## src/core/rpsm_pkg.sv

```systemverilog
// Package: register map, field layout and reset values of the pin select matrix
package rpsm_pkg;

  // ---------------------------------------------------------------
  // Geometry
  // ---------------------------------------------------------------
  localparam int RPSM_DATA_W = 16;  // Register width
  localparam int RPSM_ADDR_W = 4;   // Register index width
  localparam int RPSM_SEL_W = 5;    // Width of every select field
  localparam int RPSM_NUM_PINS = 32;  // Pins / functions a 5-bit field can name
  localparam int RPSM_OUT_PINS = 8;   // Remappable pins driven here

  // ---------------------------------------------------------------
  // Register indices (word addresses on the register port)
  // ---------------------------------------------------------------
  localparam logic [3:0] RPSM_UART2_IN_IDX = 4'h0;
  localparam logic [3:0] RPSM_SPI1_CD_IN_IDX = 4'h1;
  localparam logic [3:0] RPSM_SPI1_SS_IN_IDX = 4'h2;
  localparam logic [3:0] RPSM_SPI2_CD_IN_IDX = 4'h3;
  localparam logic [3:0] RPSM_SPI2_SS_IN_IDX = 4'h4;
  localparam logic [3:0] RPSM_PIN01_OUT_IDX = 4'h5;
  localparam logic [3:0] RPSM_PIN23_OUT_IDX = 4'h6;
  localparam logic [3:0] RPSM_PIN45_OUT_IDX = 4'h7;
  localparam logic [3:0] RPSM_PIN67_OUT_IDX = 4'h8;

  // ---------------------------------------------------------------
  // Field positions (low bit of each field)
  // ---------------------------------------------------------------
  localparam int RPSM_LO_FIELD_POS = 0;  // Bits 4..0
  localparam int RPSM_HI_FIELD_POS = 8;  // Bits 12..8

  // ---------------------------------------------------------------
  // Implemented-bit masks and reset values
  // ---------------------------------------------------------------
  localparam logic [15:0] RPSM_MASK_TWO = 16'h1f1f;  // Two-field register
  localparam logic [15:0] RPSM_MASK_ONE = 16'h001f;  // One-field register
  localparam logic [4:0] RPSM_IN_SEL_RST = 5'h1f;    // Input select at reset
  localparam logic [4:0] RPSM_OUT_SEL_RST = 5'h00;   // Output select at reset
  localparam logic [15:0] RPSM_READ_ZERO = 16'h0000;  // Unmapped / unimplemented

  // ---------------------------------------------------------------
  // Carrier types
  // ---------------------------------------------------------------
  typedef struct packed {
    logic [3:0] addr;
    logic [15:0] wdata;
    logic wr;
    logic rd;
  } rpsm_bus_req_t;

  typedef struct packed {
    logic uart2_receive;
    logic uart2_clear_to_send;
    logic spi1_clock_in;
    logic spi1_data_in;
    logic spi1_select_in;
    logic spi2_clock_in;
    logic spi2_data_in;
    logic spi2_select_in;
  } rpsm_periph_in_t;

endpackage

```

## src/core/rpsm_matrix.sv

```systemverilog
// Remappable pin select matrix: select registers, input and output routing
//
// Function
// - Reg 19 bits 12:8 pick UART2 CTS pin
// - Reg 19 bits 4:0 pick UART2 RX pin
// - Reg 20 bits 12:8 pick SPI1 clock pin
// - Reg 20 bits 4:0 pick SPI1 data pin
// - Reg 21 bits 4:0 pick SPI1 select pin
// - Reg 22 bits 12:8 pick SPI2 clock pin
// - Reg 22 bits 4:0 pick SPI2 data pin
// - Reg 23 bits 4:0 pick SPI2 select pin
// - Output reg 0 low field drives pin 0
// - Output reg 0 high field drives pin 1
// - Output reg 1 fields drive pins 2, 3
// - Output reg 2 fields drive pins 4, 5
// - Output reg 3 fields drive pins 6, 7
// - Unimplemented bits ignore writes, read zero
//
// Design decisions made here: strobed register access and the register addresses.
`timescale 1ns/1ps

module rpsm_matrix
  import rpsm_pkg::*;
#(
  parameter int NUM_PINS = RPSM_NUM_PINS  // Remappable pins / function numbers
) (
  // Clock and reset
  input wire logic sys_clk,
  input wire logic reset_n,
  // Register port
  input wire rpsm_bus_req_t bus_req,
  output logic [15:0] bus_rdata,
  // Remappable pin levels and peripheral output functions
  input wire logic [NUM_PINS-1:0] remappable_io_pin,
  input wire logic [NUM_PINS-1:0] periph_out_func,
  // Routed peripheral inputs
  output wire rpsm_periph_in_t periph_in,
  // Remappable pin 0..7 output levels; nets, since each member has its own assign
  output wire logic [RPSM_OUT_PINS-1:0] pin_out
);

  // ---------------------------------------------------------------
  // Helpers
  // ---------------------------------------------------------------

  // Pick one line of a pin/function vector by a 5-bit number
  function automatic logic pick(input logic [NUM_PINS-1:0] vec, input logic [4:0] sel);
    logic [31:0] wide;
    wide = 32'h0000_0000;
    wide[NUM_PINS-1:0] = vec;
    return wide[sel];  // Numbers past NUM_PINS read as zero
  endfunction

  // Next value of a register under a masked write
  function automatic logic [15:0] upd(input logic [15:0] cur, input logic hit,
                                      input logic [15:0] wd, input logic [15:0] mask);
    return hit ? (wd & mask) : cur;  // Masked bits never store
  endfunction

  // ---------------------------------------------------------------
  // Select registers (all 16 bits declared as flops; unimplemented bits stay zero)
  // ---------------------------------------------------------------
  logic [15:0] uart2_input_select_r;          // CTS 12:8, RX 4:0
  logic [15:0] spi1_clock_data_input_select_r;  // Clock 12:8, data 4:0
  logic [15:0] spi1_select_input_select_r;    // Select 4:0
  logic [15:0] spi2_clock_data_input_select_r;  // Clock 12:8, data 4:0
  logic [15:0] spi2_select_input_select_r;    // Select 4:0
  logic [15:0] pin0_pin1_output_select_r;     // Pin 1 12:8, pin 0 4:0
  logic [15:0] pin2_pin3_output_select_r;
  logic [15:0] pin4_pin5_output_select_r;
  logic [15:0] pin6_pin7_output_select_r;
  logic [15:0] bus_rdata_r;                   // Read data, valid one cycle
  logic [15:0] rdata_nxt;                     // Selected read word

  // Reset words built from the field reset values
  localparam logic [15:0] IN_RST_TWO = {3'b000, RPSM_IN_SEL_RST, 3'b000, RPSM_IN_SEL_RST};
  localparam logic [15:0] IN_RST_ONE = {11'h000, RPSM_IN_SEL_RST};
  localparam logic [15:0] OUT_RST = {3'b000, RPSM_OUT_SEL_RST, 3'b000, RPSM_OUT_SEL_RST};

  // ---------------------------------------------------------------
  // Address decode
  // ---------------------------------------------------------------
  wire logic wr_uart2 = bus_req.wr && (bus_req.addr == RPSM_UART2_IN_IDX);
  wire logic wr_spi1_cd = bus_req.wr && (bus_req.addr == RPSM_SPI1_CD_IN_IDX);
  wire logic wr_spi1_ss = bus_req.wr && (bus_req.addr == RPSM_SPI1_SS_IN_IDX);
  wire logic wr_spi2_cd = bus_req.wr && (bus_req.addr == RPSM_SPI2_CD_IN_IDX);
  wire logic wr_spi2_ss = bus_req.wr && (bus_req.addr == RPSM_SPI2_SS_IN_IDX);
  wire logic wr_pin01 = bus_req.wr && (bus_req.addr == RPSM_PIN01_OUT_IDX);
  wire logic wr_pin23 = bus_req.wr && (bus_req.addr == RPSM_PIN23_OUT_IDX);
  wire logic wr_pin45 = bus_req.wr && (bus_req.addr == RPSM_PIN45_OUT_IDX);
  wire logic wr_pin67 = bus_req.wr && (bus_req.addr == RPSM_PIN67_OUT_IDX);

  // Read mux; unmapped indices answer zero
  always_comb begin
    unique case (bus_req.addr)
      RPSM_UART2_IN_IDX: rdata_nxt = uart2_input_select_r;
      RPSM_SPI1_CD_IN_IDX: rdata_nxt = spi1_clock_data_input_select_r;
      RPSM_SPI1_SS_IN_IDX: rdata_nxt = spi1_select_input_select_r;
      RPSM_SPI2_CD_IN_IDX: rdata_nxt = spi2_clock_data_input_select_r;
      RPSM_SPI2_SS_IN_IDX: rdata_nxt = spi2_select_input_select_r;
      RPSM_PIN01_OUT_IDX: rdata_nxt = pin0_pin1_output_select_r;
      RPSM_PIN23_OUT_IDX: rdata_nxt = pin2_pin3_output_select_r;
      RPSM_PIN45_OUT_IDX: rdata_nxt = pin4_pin5_output_select_r;
      RPSM_PIN67_OUT_IDX: rdata_nxt = pin6_pin7_output_select_r;
      default: rdata_nxt = RPSM_READ_ZERO;
    endcase
  end

  // ---------------------------------------------------------------
  // Register storage
  // ---------------------------------------------------------------

  // Input select registers; reset to all-ones fields
  always_ff @(posedge sys_clk or negedge reset_n) begin
    if (!reset_n) begin
      uart2_input_select_r <= IN_RST_TWO;
      spi1_clock_data_input_select_r <= IN_RST_TWO;
      spi1_select_input_select_r <= IN_RST_ONE;
      spi2_clock_data_input_select_r <= IN_RST_TWO;
      spi2_select_input_select_r <= IN_RST_ONE;
    end else begin
      uart2_input_select_r <= upd(uart2_input_select_r, wr_uart2, bus_req.wdata,
                                  RPSM_MASK_TWO);
      spi1_clock_data_input_select_r <= upd(spi1_clock_data_input_select_r, wr_spi1_cd,
                                            bus_req.wdata, RPSM_MASK_TWO);
      spi1_select_input_select_r <= upd(spi1_select_input_select_r, wr_spi1_ss,
                                        bus_req.wdata, RPSM_MASK_ONE);
      spi2_clock_data_input_select_r <= upd(spi2_clock_data_input_select_r, wr_spi2_cd,
                                            bus_req.wdata, RPSM_MASK_TWO);
      spi2_select_input_select_r <= upd(spi2_select_input_select_r, wr_spi2_ss,
                                        bus_req.wdata, RPSM_MASK_ONE);
    end
  end

  // Output select registers; reset to function zero
  always_ff @(posedge sys_clk or negedge reset_n) begin
    if (!reset_n) begin
      pin0_pin1_output_select_r <= OUT_RST;
      pin2_pin3_output_select_r <= OUT_RST;
      pin4_pin5_output_select_r <= OUT_RST;
      pin6_pin7_output_select_r <= OUT_RST;
    end else begin
      pin0_pin1_output_select_r <= upd(pin0_pin1_output_select_r, wr_pin01,
                                       bus_req.wdata, RPSM_MASK_TWO);
      pin2_pin3_output_select_r <= upd(pin2_pin3_output_select_r, wr_pin23,
                                       bus_req.wdata, RPSM_MASK_TWO);
      pin4_pin5_output_select_r <= upd(pin4_pin5_output_select_r, wr_pin45,
                                       bus_req.wdata, RPSM_MASK_TWO);
      pin6_pin7_output_select_r <= upd(pin6_pin7_output_select_r, wr_pin67,
                                       bus_req.wdata, RPSM_MASK_TWO);
    end
  end

  // Read data register; held at zero between reads so stale words never linger
  always_ff @(posedge sys_clk or negedge reset_n) begin
    if (!reset_n) begin
      bus_rdata_r <= RPSM_READ_ZERO;
    end else begin
      bus_rdata_r <= bus_req.rd ? rdata_nxt : RPSM_READ_ZERO;
    end
  end

  assign bus_rdata = bus_rdata_r;

  // ---------------------------------------------------------------
  // Field extraction
  // ---------------------------------------------------------------
  wire logic [4:0] uart2_cts_source_sel =
    uart2_input_select_r[RPSM_HI_FIELD_POS +: RPSM_SEL_W];
  wire logic [4:0] uart2_rx_source_sel =
    uart2_input_select_r[RPSM_LO_FIELD_POS +: RPSM_SEL_W];
  wire logic [4:0] spi1_clk_source_sel =
    spi1_clock_data_input_select_r[RPSM_HI_FIELD_POS +: RPSM_SEL_W];
  wire logic [4:0] spi1_din_source_sel =
    spi1_clock_data_input_select_r[RPSM_LO_FIELD_POS +: RPSM_SEL_W];
  wire logic [4:0] spi1_select_source_sel =
    spi1_select_input_select_r[RPSM_LO_FIELD_POS +: RPSM_SEL_W];
  wire logic [4:0] spi2_clk_source_sel =
    spi2_clock_data_input_select_r[RPSM_HI_FIELD_POS +: RPSM_SEL_W];
  wire logic [4:0] spi2_din_source_sel =
    spi2_clock_data_input_select_r[RPSM_LO_FIELD_POS +: RPSM_SEL_W];
  wire logic [4:0] spi2_select_source_sel =
    spi2_select_input_select_r[RPSM_LO_FIELD_POS +: RPSM_SEL_W];

  // Output select fields, pin order 0..7
  wire logic [4:0] pin0_func_sel = pin0_pin1_output_select_r[RPSM_LO_FIELD_POS +: RPSM_SEL_W];
  wire logic [4:0] pin1_func_sel = pin0_pin1_output_select_r[RPSM_HI_FIELD_POS +: RPSM_SEL_W];
  wire logic [4:0] pin2_func_sel = pin2_pin3_output_select_r[RPSM_LO_FIELD_POS +: RPSM_SEL_W];
  wire logic [4:0] pin3_func_sel = pin2_pin3_output_select_r[RPSM_HI_FIELD_POS +: RPSM_SEL_W];
  wire logic [4:0] pin4_func_sel = pin4_pin5_output_select_r[RPSM_LO_FIELD_POS +: RPSM_SEL_W];
  wire logic [4:0] pin5_func_sel = pin4_pin5_output_select_r[RPSM_HI_FIELD_POS +: RPSM_SEL_W];
  wire logic [4:0] pin6_func_sel = pin6_pin7_output_select_r[RPSM_LO_FIELD_POS +: RPSM_SEL_W];
  wire logic [4:0] pin7_func_sel = pin6_pin7_output_select_r[RPSM_HI_FIELD_POS +: RPSM_SEL_W];

  // ---------------------------------------------------------------
  // Routing: pure combinational from the registers, so a write is
  // felt the cycle after it; pin levels pass with no added latency
  // ---------------------------------------------------------------
  assign periph_in.uart2_clear_to_send = pick(remappable_io_pin, uart2_cts_source_sel);
  assign periph_in.uart2_receive = pick(remappable_io_pin, uart2_rx_source_sel);
  assign periph_in.spi1_clock_in = pick(remappable_io_pin, spi1_clk_source_sel);
  assign periph_in.spi1_data_in = pick(remappable_io_pin, spi1_din_source_sel);
  assign periph_in.spi1_select_in = pick(remappable_io_pin, spi1_select_source_sel);
  assign periph_in.spi2_clock_in = pick(remappable_io_pin, spi2_clk_source_sel);
  assign periph_in.spi2_data_in = pick(remappable_io_pin, spi2_din_source_sel);
  assign periph_in.spi2_select_in = pick(remappable_io_pin, spi2_select_source_sel);

  // Pin outputs; function zero is whatever the peripheral table puts there
  assign pin_out[0] = pick(periph_out_func, pin0_func_sel);
  assign pin_out[1] = pick(periph_out_func, pin1_func_sel);
  assign pin_out[2] = pick(periph_out_func, pin2_func_sel);
  assign pin_out[3] = pick(periph_out_func, pin3_func_sel);
  assign pin_out[4] = pick(periph_out_func, pin4_func_sel);
  assign pin_out[5] = pick(periph_out_func, pin5_func_sel);
  assign pin_out[6] = pick(periph_out_func, pin6_func_sel);
  assign pin_out[7] = pick(periph_out_func, pin7_func_sel);

endmodule

```

## config.mk

```make
export PLATFORM = sky130hd
export DESIGN_NAME = rpsm_matrix
export DESIGN_NICKNAME = d
export VERILOG_FILES = /design/src/core/rpsm_pkg.sv /design/src/core/rpsm_matrix.sv
export SDC_FILE = /design/constraint.sdc
export NUM_CORES = 1
export LEC_CHECK = 0
export ABC_AREA = 1
export BUFFER_PORTS_ARGS = -buffer_cell sky130_fd_sc_hd__buf_2
export CAP_MARGIN = 20
export CORE_MARGIN = 2
export CORE_UTILIZATION = 35
export CTS_BUF_LIST = sky130_fd_sc_hd__clkbuf_8 sky130_fd_sc_hd__clkbuf_16
export DETAILED_ROUTE_END_ITERATION = 16
export SYNTH_ARGS = -nofsm -noshare
export SYNTH_HDL_FRONTEND = slang
export SYNTH_SLANG_ARGS = --single-unit
```

## constraint.sdc

```tcl
create_clock -name sys_clk -period 2.35 [get_ports sys_clk]
set_clock_uncertainty 0.15 [all_clocks]
set_input_delay 0.1175 -clock sys_clk [delete_from_list [all_inputs] [get_ports sys_clk]]
set_output_delay 0.1175 -clock sys_clk [all_outputs]
set_load 0.01 [all_outputs]
```

* Word level (Yosys, flattened, before mapping)
Index checks and enable logic that the tools add are counted.
** Word-level totals
- Bits of input ports :: 88
- Output and inout port bits :: 32
- Flip-flop bits (word level) :: 93
- Logic and storage cells :: 78
** Cells by class
- Mux-type cells :: 34
- $lt $le $gt $ge :: 16
- Eq/ne operators :: 8
- Reduce and logical (&&, ||, !) cells :: 10
** Operators with widths (count)
- $pmux 13 s9 :: 1
- $lt 5x6->1 const B :: 16
- $bmux 1 s5 :: 16
- $eq 4x3->1 const B :: 4
- $mux 1 :: 16
- $mux 13 :: 1
- $logic_and 1x1->1 :: 9
- $eq 4x2->1 const B :: 2
- $eq 4x1->1 const B :: 1
- $eq 4x4->1 const B :: 1
- $logic_not 4->1 :: 1

* Logic depth before layout (Yosys ltp)
Gate-level depths: netlist (run 1).
- Word-level depth :: 3
- Depth in mapped cells :: 11
- Gate-level depth less buffers :: 9

* Worst setup path after synthesis (run 1)
OpenSTA, ideal clock, no wires.
- Path kind :: register -> output
- Start :: register spi2_clock_data_input_select_r[8]
- End :: output periph_in[2] in the netlist's numbering
- Data required time :: 2082 ps
- Cell stages (with the launch flop) :: 11
- Path buffers :: 2
- Slack :: 664 ps
- Arrival :: 1418 ps
- Cells stage by stage :: dfstp_2 > buf_2 > buf_1 > nand2_1 > nand3_1 > nand3_1 > nand2_1 > nand2_1 > nand2_1 > nand2_1 > nand2_1
** RTL lines
- from (decl) :: RTL line rpsm_matrix.sv:66 : logic [15:0] spi2_clock_data_input_select_r;
- from (signal assigned) :: RTL line rpsm_matrix.sv:128 : spi2_clock_data_input_select_r <= upd(spi2_clock_data_input_select_r, wr_spi2_cd,
- to (decl) :: RTL line rpsm_matrix.sv:37 : output wire rpsm_periph_in_t periph_in,

==> flow_summary.yaml, run 1 <==
worst_setup_path:
  critPathMaxFanout: 19
  rr_startpoint: "pin6_pin7_output_select_r[0]"
  cpPeakStageDelay_ns: 0.75
  worst-path-stages: 11
  crit_chain: "clkinvlp_4 > buf_4 > nand2_1 > nand3_1 > nand3_1 > nand2_1 > nand2_1 > nand2_1 > nand2_1 > nand2_1 > buf_2"
  r2r_cells: 6
  cp-start-kind: "flip-flop"
  crit_family: "flip-flops"
  critical_path_class: "flip-flop to primary output"
  endpoint: "periph_in[2]"
  critPathArrivalTime_ns: 2.02
  critical_path_buf_inv_count: 3
  critPathMostFrequentCell: "nand2_1"
  slowest_stage: "dfstp_4"
  rrSetupSlack_ns: 0.71
  timing.rr.end: "bus_rdata[0]"
  crit_path_start: "spi2_clock_data_input_select_r[8]"
  required_ns: 2.08
  cp-end-kind: "primary output"
yosys:
  ys_async_sr_fraction: 1.000
  synth_enable_flop_cells: 0
  synth_area_leaders: "nand2_1 34%, nand3_1 21%, dfrtp_1 13%"
  yosysWarnings: 0
  synth_most_common_cell: "nand2_1"
  ys_types: 28
  ys_ff_latch: 90
  synth_area_per_cell_um2: 5.424
  synthFlopType: "dfrtp_1"
  ys_top_cells_by_count: "864 x nand2_1, 403 x nand3_1, 89 x inv_1, 59 x buf_2, 59 x o21ai_0"
  synth_top_area_frac: 0.3405
  synth_top_cell_by_area: "nand2_1"
  ys_seq_area_frac: 0.2417
  syn_area_mm2: 0.009525
  syn_inst: 1756
power_and_ir_drop:
  p_int_mw: 4.198
  power_density_mw_per_mm2: 757.3
  ir_drop_v: 0.0004910
  pwr-share-comb: 0.485
  p_sw_frac: 0.4707
  power.leakage_nw: 5.384
  pwr-share-clk: 0.190
  seqPwrFrac: 0.324
  p_sw_mw: 3.733
routing:
  wl_per_cell_um: 17.68
  drt_iter0_drc: 1384
  viasPerCell: 5.416
  antenna_left: 0
  drt_wl_total_um: 37440
  via_count: 11470
  dr.pass1.iters: 6
  drc: 0
clock_tree:
  cts_tree: "yes"
  cts_buffers: 9
  clk_latency_ns: 0.35
  cts-root-buf: "clkbuf_16"
  cts.sinks: 90
  clk_pin_slew_ns: 0.07
  cts_max_level: 3
  clockBufferDepth: 2
cells_and_area:
  utilization: 0.3908
  antenna_cells: 0
  layout-drive-gt1-share: 0.1418
  fillers: 2940
  final_cells: 2118
  syn2layout_area_growth_pct: 9.943
  fin_nets: 1860
sta:
  slew_viol_final: 0
  tightestPinTransition_ns: 0.6174
  setup_ws_ns: 0.06560
  max_freq_ghz: 0.4378
  relSlewSlack: 0.5874
  period_needed_ns: 2.284
  holdWs_ns: 0.009956
  rsz0062_at_grt: "yes"
  final-hold-violation-count: 0
  setup_viol: 0
  tns_ns: 0
  final.period_utilization: 0.9721
die:
  initial_core_util: 0.3554
  die-height_um: 169.0
  die-area_mm2: 0.02855
  ioPinCount: 120
  core.rowCount: 60
  core_area_mm2: 0.02680
  fp.dieW_um: 169.0
hold_path:
  hp-class: "input port to flip-flop"
global_routing:
  grt_pass1_wl_um: 57660
  grt_max_degree: 58
  grt-ovfl-total: 0
  grt_pass1_vias: 10170
  antenna_found_initial: 0
  grt_usage: 0.2569
placed_design:
  dp_slack_ns: 0.3314
  port_buffers: 107
  place_congestion: 0.9417
  dp_hpwl_um: 25340
  dp.cells: 2079
outcome:
  outcome: "finished, final reports clean"
job:
  cap_violations: 0
==> metal layers <==
layer | vias up | track usage | share of wire
met5 | - | 0 | 0
met4 | 0 | 0.09142 | 0.035
met3 | 94 | 0.03694 | 0.091
met2 | 608 | 0.4127 | 0.46
met1 | 5175 | 0.3529 | 0.42
li1 | 5595 | - | -
==> kinds of logic (layout without fill, tap and decap cells) <==
group	after synthesis	after routing	synth area share
AOI/OAI and AO/OA	100	100	0.05793
buffers and inverters	254	270	0.1203
and+or+nand+nor	1311	1311	0.5797
other	1	6	0.0003937
DFF	90	90	0.2417
==> layout by cell type, fill, tap and decap left out, types with 4 or more instances in the layout <==
| master | n |
|---|---|
| o21ai_0 | 59 |
| nand4_1 | 4 |
| nor2_4 | 4 |
| clkbuf_16 | 9 |
| inv_1 | 85 |
| buf_4 | 39 |
| dfstp_2 | 37 |
| nand2_2 | 7 |
| conb_1 | 6 |
| dfrtp_1 | 47 |
| o211ai_1 | 4 |
| o21ai_1 | 26 |
| nand3_1 | 403 |
| clkinvlp_4 | 13 |
| buf_2 | 106 |
| nor2_1 | 23 |
| nand2_1 | 862 |
| inv_2 | 5 |
| o21ai_2 | 11 |
==> repair_timing <==
action / 4_1_cts / 5_1_grt
buffers inserted: 6 / 14
pin swaps: 0 / 1
gates cloned: 0 / 1
hold endpoints to repair: 38 / 0
setup endpoints to repair: 3 / 8
hold buffers: 2 / 0
gates resized for setup: 4 / 17
==> worst min-delay path: stages <==
cell	delay, ns
buf_2	0.07
inv_1	0.12
o21ai_2	0.16
==> metrics by stage <==
| step | power [mW] | instance area, µm² |
|---|---|---|
| global route | 8.595 | 10470 |
| finish | 7.931 | 10470 |
| floorplan | 5.159 | 9544 |
| CTS | 7.780 | 10310 |
| global placement | 6.122 | 9922 |
| detailed placement | 6.226 | 9922 |
==> power by group through the flow <==
stage	registers (mW)	clock network (mW)	logic, mW
after global routing	2.62	1.59	4.39
after CTS	2.55	1.52	3.71
final	2.57	1.51	3.85
after global placement	2.56	0	3.56
after floorplan	2.17	0	2.98
after detailed placement	2.57	0	3.66
==> registers in the layout (all words and copies together), names as in the netlist <==
register / flops
bus_rdata: 10
spi1_clock_data_input_select_r: 10
pin2_pin3_output_select_r: 10
spi1_select_input_select_r: 5
pin6_pin7_output_select_r: 10
uart2_input_select_r: 10
pin0_pin1_output_select_r: 10
spi2_select_input_select_r: 5
spi2_clock_data_input_select_r: 10
pin4_pin5_output_select_r: 10
==> how the worst min path moves through the flow <==
| stage | slack [ns] | from | to | depth (start not counted) |
|---|---|---|---|---|
| floorplan | -0.33 | reset_n | bus_rdata[0] | 0 |
| global placement | -0.05 | reset_n | bus_rdata[9] | 1 |
| detailed placement | -0.05 | reset_n | bus_rdata[8] | 1 |
| CTS | 0.003 | bus_req[13] | pin2_pin3_output_select_r[11] | 3 |
| global route | 0.04 | bus_req[13] | pin2_pin3_output_select_r[11] | 3 |
| finish | 0.01 | bus_req[13] | pin2_pin3_output_select_r[11] | 3 |
==> layout make-up <==
cell class	instances	area (µm²)	share of cell area
Tap cell	341	426.7	0.04074
Timing Repair inverter	1	7.507	0.0007168
Multi-Input combinational cell	1417	6101	0.5826
Inverter	103	426.7	0.04074
Sequential cell	90	2317	0.2213
Clock buffer	9	225.2	0.02151
Timing Repair Buffer	150	885.9	0.08459
Clock inverter	7	82.58	0.007885
(Power assumes the default switching activity.)
==> run 2, diff against run 1 <==
Clock period 2.35 ns to 2.19 ns, I/O delays scaled along.
==> run 2 against run 1 <==
Effect of this change: largest power group unchanged; core utilization up 0.13 points; largest cell class unchanged; routed wire length down 0.14%; sequential cell count unchanged; hold slack about the same; global-route usage down 0.10 points; count of clock-buffer cells in the layout unchanged; die area unchanged; clock power about the same; critical endpoint is now periph_in[1]; final area up 0.32%; non-clock buffer count up 2; the run now ends with negative setup slack left; power up 6.6%; first-iteration DRC count down 0.87%.
==> flow_summary.yaml, run 2 (same netlist as run 1, synthesis figures left out) <==
sta:
  setup_viol: 1
  setup_ws_ns: -0.003911
  final-hold-violation-count: 0
  tightestPinTransition_ns: 0.6225
  max_freq_ghz: 0.4558
  slew_viol_final: 0
  period_needed_ns: 2.194
  final.period_utilization: 1.002
  relSlewSlack: 0.5840
  rsz0062_at_grt: "yes"
power_and_ir_drop:
  ir_drop_v: 0.0003469
  power.leakage_nw: 5.392
  power_density_mw_per_mm2: 804.6
die:
  fp.dieW_um: 169.0
  ioPinCount: 120
  initial_core_util: 0.3554
  core_area_mm2: 0.02680
  die-area_mm2: 0.02855
  core.rowCount: 60
  die-height_um: 169.0
worst_setup_path:
  crit_chain: "inv_1 > nand3_1 > nand3_1 > nand2_1 > nand2_1 > nand2_1 > nand2_1 > nand2_1 > buf_2"
  worst-path-stages: 9
  timing.rr.end: "bus_rdata[0]"
  cp-start-kind: "flip-flop"
  rr_startpoint: "pin6_pin7_output_select_r[0]"
  critPathArrivalTime_ns: 1.93
  critPathMaxFanout: 11
  critical_path_class: "flip-flop to primary output"
  crit_family: "flip-flops"
  endpoint: "periph_in[1]"
  required_ns: 1.93
  critPathMostFrequentCell: "nand2_1"
  slowest_stage: "dfstp_2"
  cp-end-kind: "primary output"
  crit_path_start: "spi2_clock_data_input_select_r[1]"
  rrSetupSlack_ns: 0.68
  cpPeakStageDelay_ns: 0.70
  critical_path_buf_inv_count: 2
  r2r_cells: 6
routing:
  antenna_left: 0
  drc: 0
  viasPerCell: 5.488
  drt_wl_total_um: 37390
  via_count: 11650
  drt_iter0_drc: 1372
  dr.pass1.iters: 7
  wl_per_cell_um: 17.61
clock_tree:
  cts_tree: "yes"
  cts_max_level: 3
  cts.sinks: 90
  clockBufferDepth: 2
  clk_latency_ns: 0.34
  cts-root-buf: "clkbuf_16"
  cts_buffers: 9
  clk_pin_slew_ns: 0.07
cells_and_area:
  antenna_cells: 0
  final_cell_mix: "861 x nand2_1, 402 x nand3_1, 105 x buf_2"
  multiInputGateArea_mm2: 0.006108
  fillers: 2941
  syn2layout_area_growth_pct: 10.30
  utilization: 0.3920
  fin_nets: 1865
  final_common_cell: "nand2_1"
  seq_area_mm2: 0.002302
  layout-drive-gt1-share: 0.1453
outcome:
  outcome: "finished with violations"
  violations: "negative setup slack"
global_routing:
  grt_pass1_wl_um: 56970
  antenna_found_initial: 0
  grt_pass1_vias: 10020
  grt_usage: 0.2559
  grt-ovfl-total: 0
  grt_max_degree: 38
placed_design:
  place_congestion: 0.9609
  port_buffers: 107
  dp_slack_ns: 0.2909
  dp_hpwl_um: 25520
hold_path:
  hp-class: "input port to flip-flop"
job:
  cap_violations: 0
[run 2: cell types whose count changed in the layout (fill, tap and decap cells not counted), moves of 2 or more]
| cell | change |
|---|---|
| inv_6 | -3 |
| clkinv_1 | +2 |
| dfstp_2 | +3 |
| dfrtp_2 | -3 |
| buf_4 | +2 |
| inv_1 | -5 |
| clkinvlp_4 | +3 |
| dfrtp_1 | +3 |
| clkinv_4 | +3 |
| dfstp_4 | -3 |
| clkinv_2 | +4 |
[run 2: worst register-to-register path, cell delays in order, from the launching register on]
cell	delay, ns
dfrtp_1	0.39
clkinvlp_4	0.27
o21ai_0	0.34
nor2_1	0.10
nand3_1	0.10
nand2_1	0.06
inv_1	0.05
[run 2: cell type report]
type                    count  share of cell area
clock inverters             7            0.006669
clock buffers               9             0.02144
repair buffers            152             0.08634
multi-input cells        1417              0.5814
repair inverters            4            0.002858
flip-flops and latches     90              0.2191
well taps                 341             0.04061
inverters                 103             0.04156
[run 2: metal layers]
layer	global-route usage	part of all wire
met4	0.1226	0.045
met2	0.3977	0.45
met5	0	0
met1	0.3549	0.41
met3	0.02876	0.099
[run 2: how the worst min path moves through the flow]
stage,cells past startpoint,end,startpoint,slack [ns]
detailed placement,1,bus_rdata[0],reset_n,-0.03
CTS,3,pin2_pin3_output_select_r[12],bus_req[14],0.004
global route,3,pin2_pin3_output_select_r[11],bus_req[13],0.03
floorplan,0,bus_rdata[0],reset_n,-0.34
global placement,1,bus_rdata[4],reset_n,-0.03
finish,3,pin2_pin3_output_select_r[12],bus_req[14],0.009
[run 2: metrics by stage]
step	power (mW)	hold WS [ns]	area [µm²]	std cells	setup TNS (ns)
global placement	6.619	-0.02705	10010	2091	0
detailed placement	6.731	-0.02937	10010	2091	0
CTS	8.285	0.003721	10330	2109	0
floorplan	5.536	-0.3361	9544	1761	0
global route	9.164	0.03274	10510	2123	-0.4608
finish	8.453	0.009482	10510	2123	-0.003911
[run 2: report_power, final]
part | internal [mW] | switching [mW]
registers | 2.10 | 0.553
clock network | 0.882 | 0.649
logic | 1.51 | 2.76
[run 2: repair_timing]
item	CTS	global route
hold buffers	2	0
endpoints found under the setup margin	1	15
pin swaps	0	6
buffers inserted	0	10
cloned	0	4
resized for setup	2	23
hold endpoints to repair	64	0
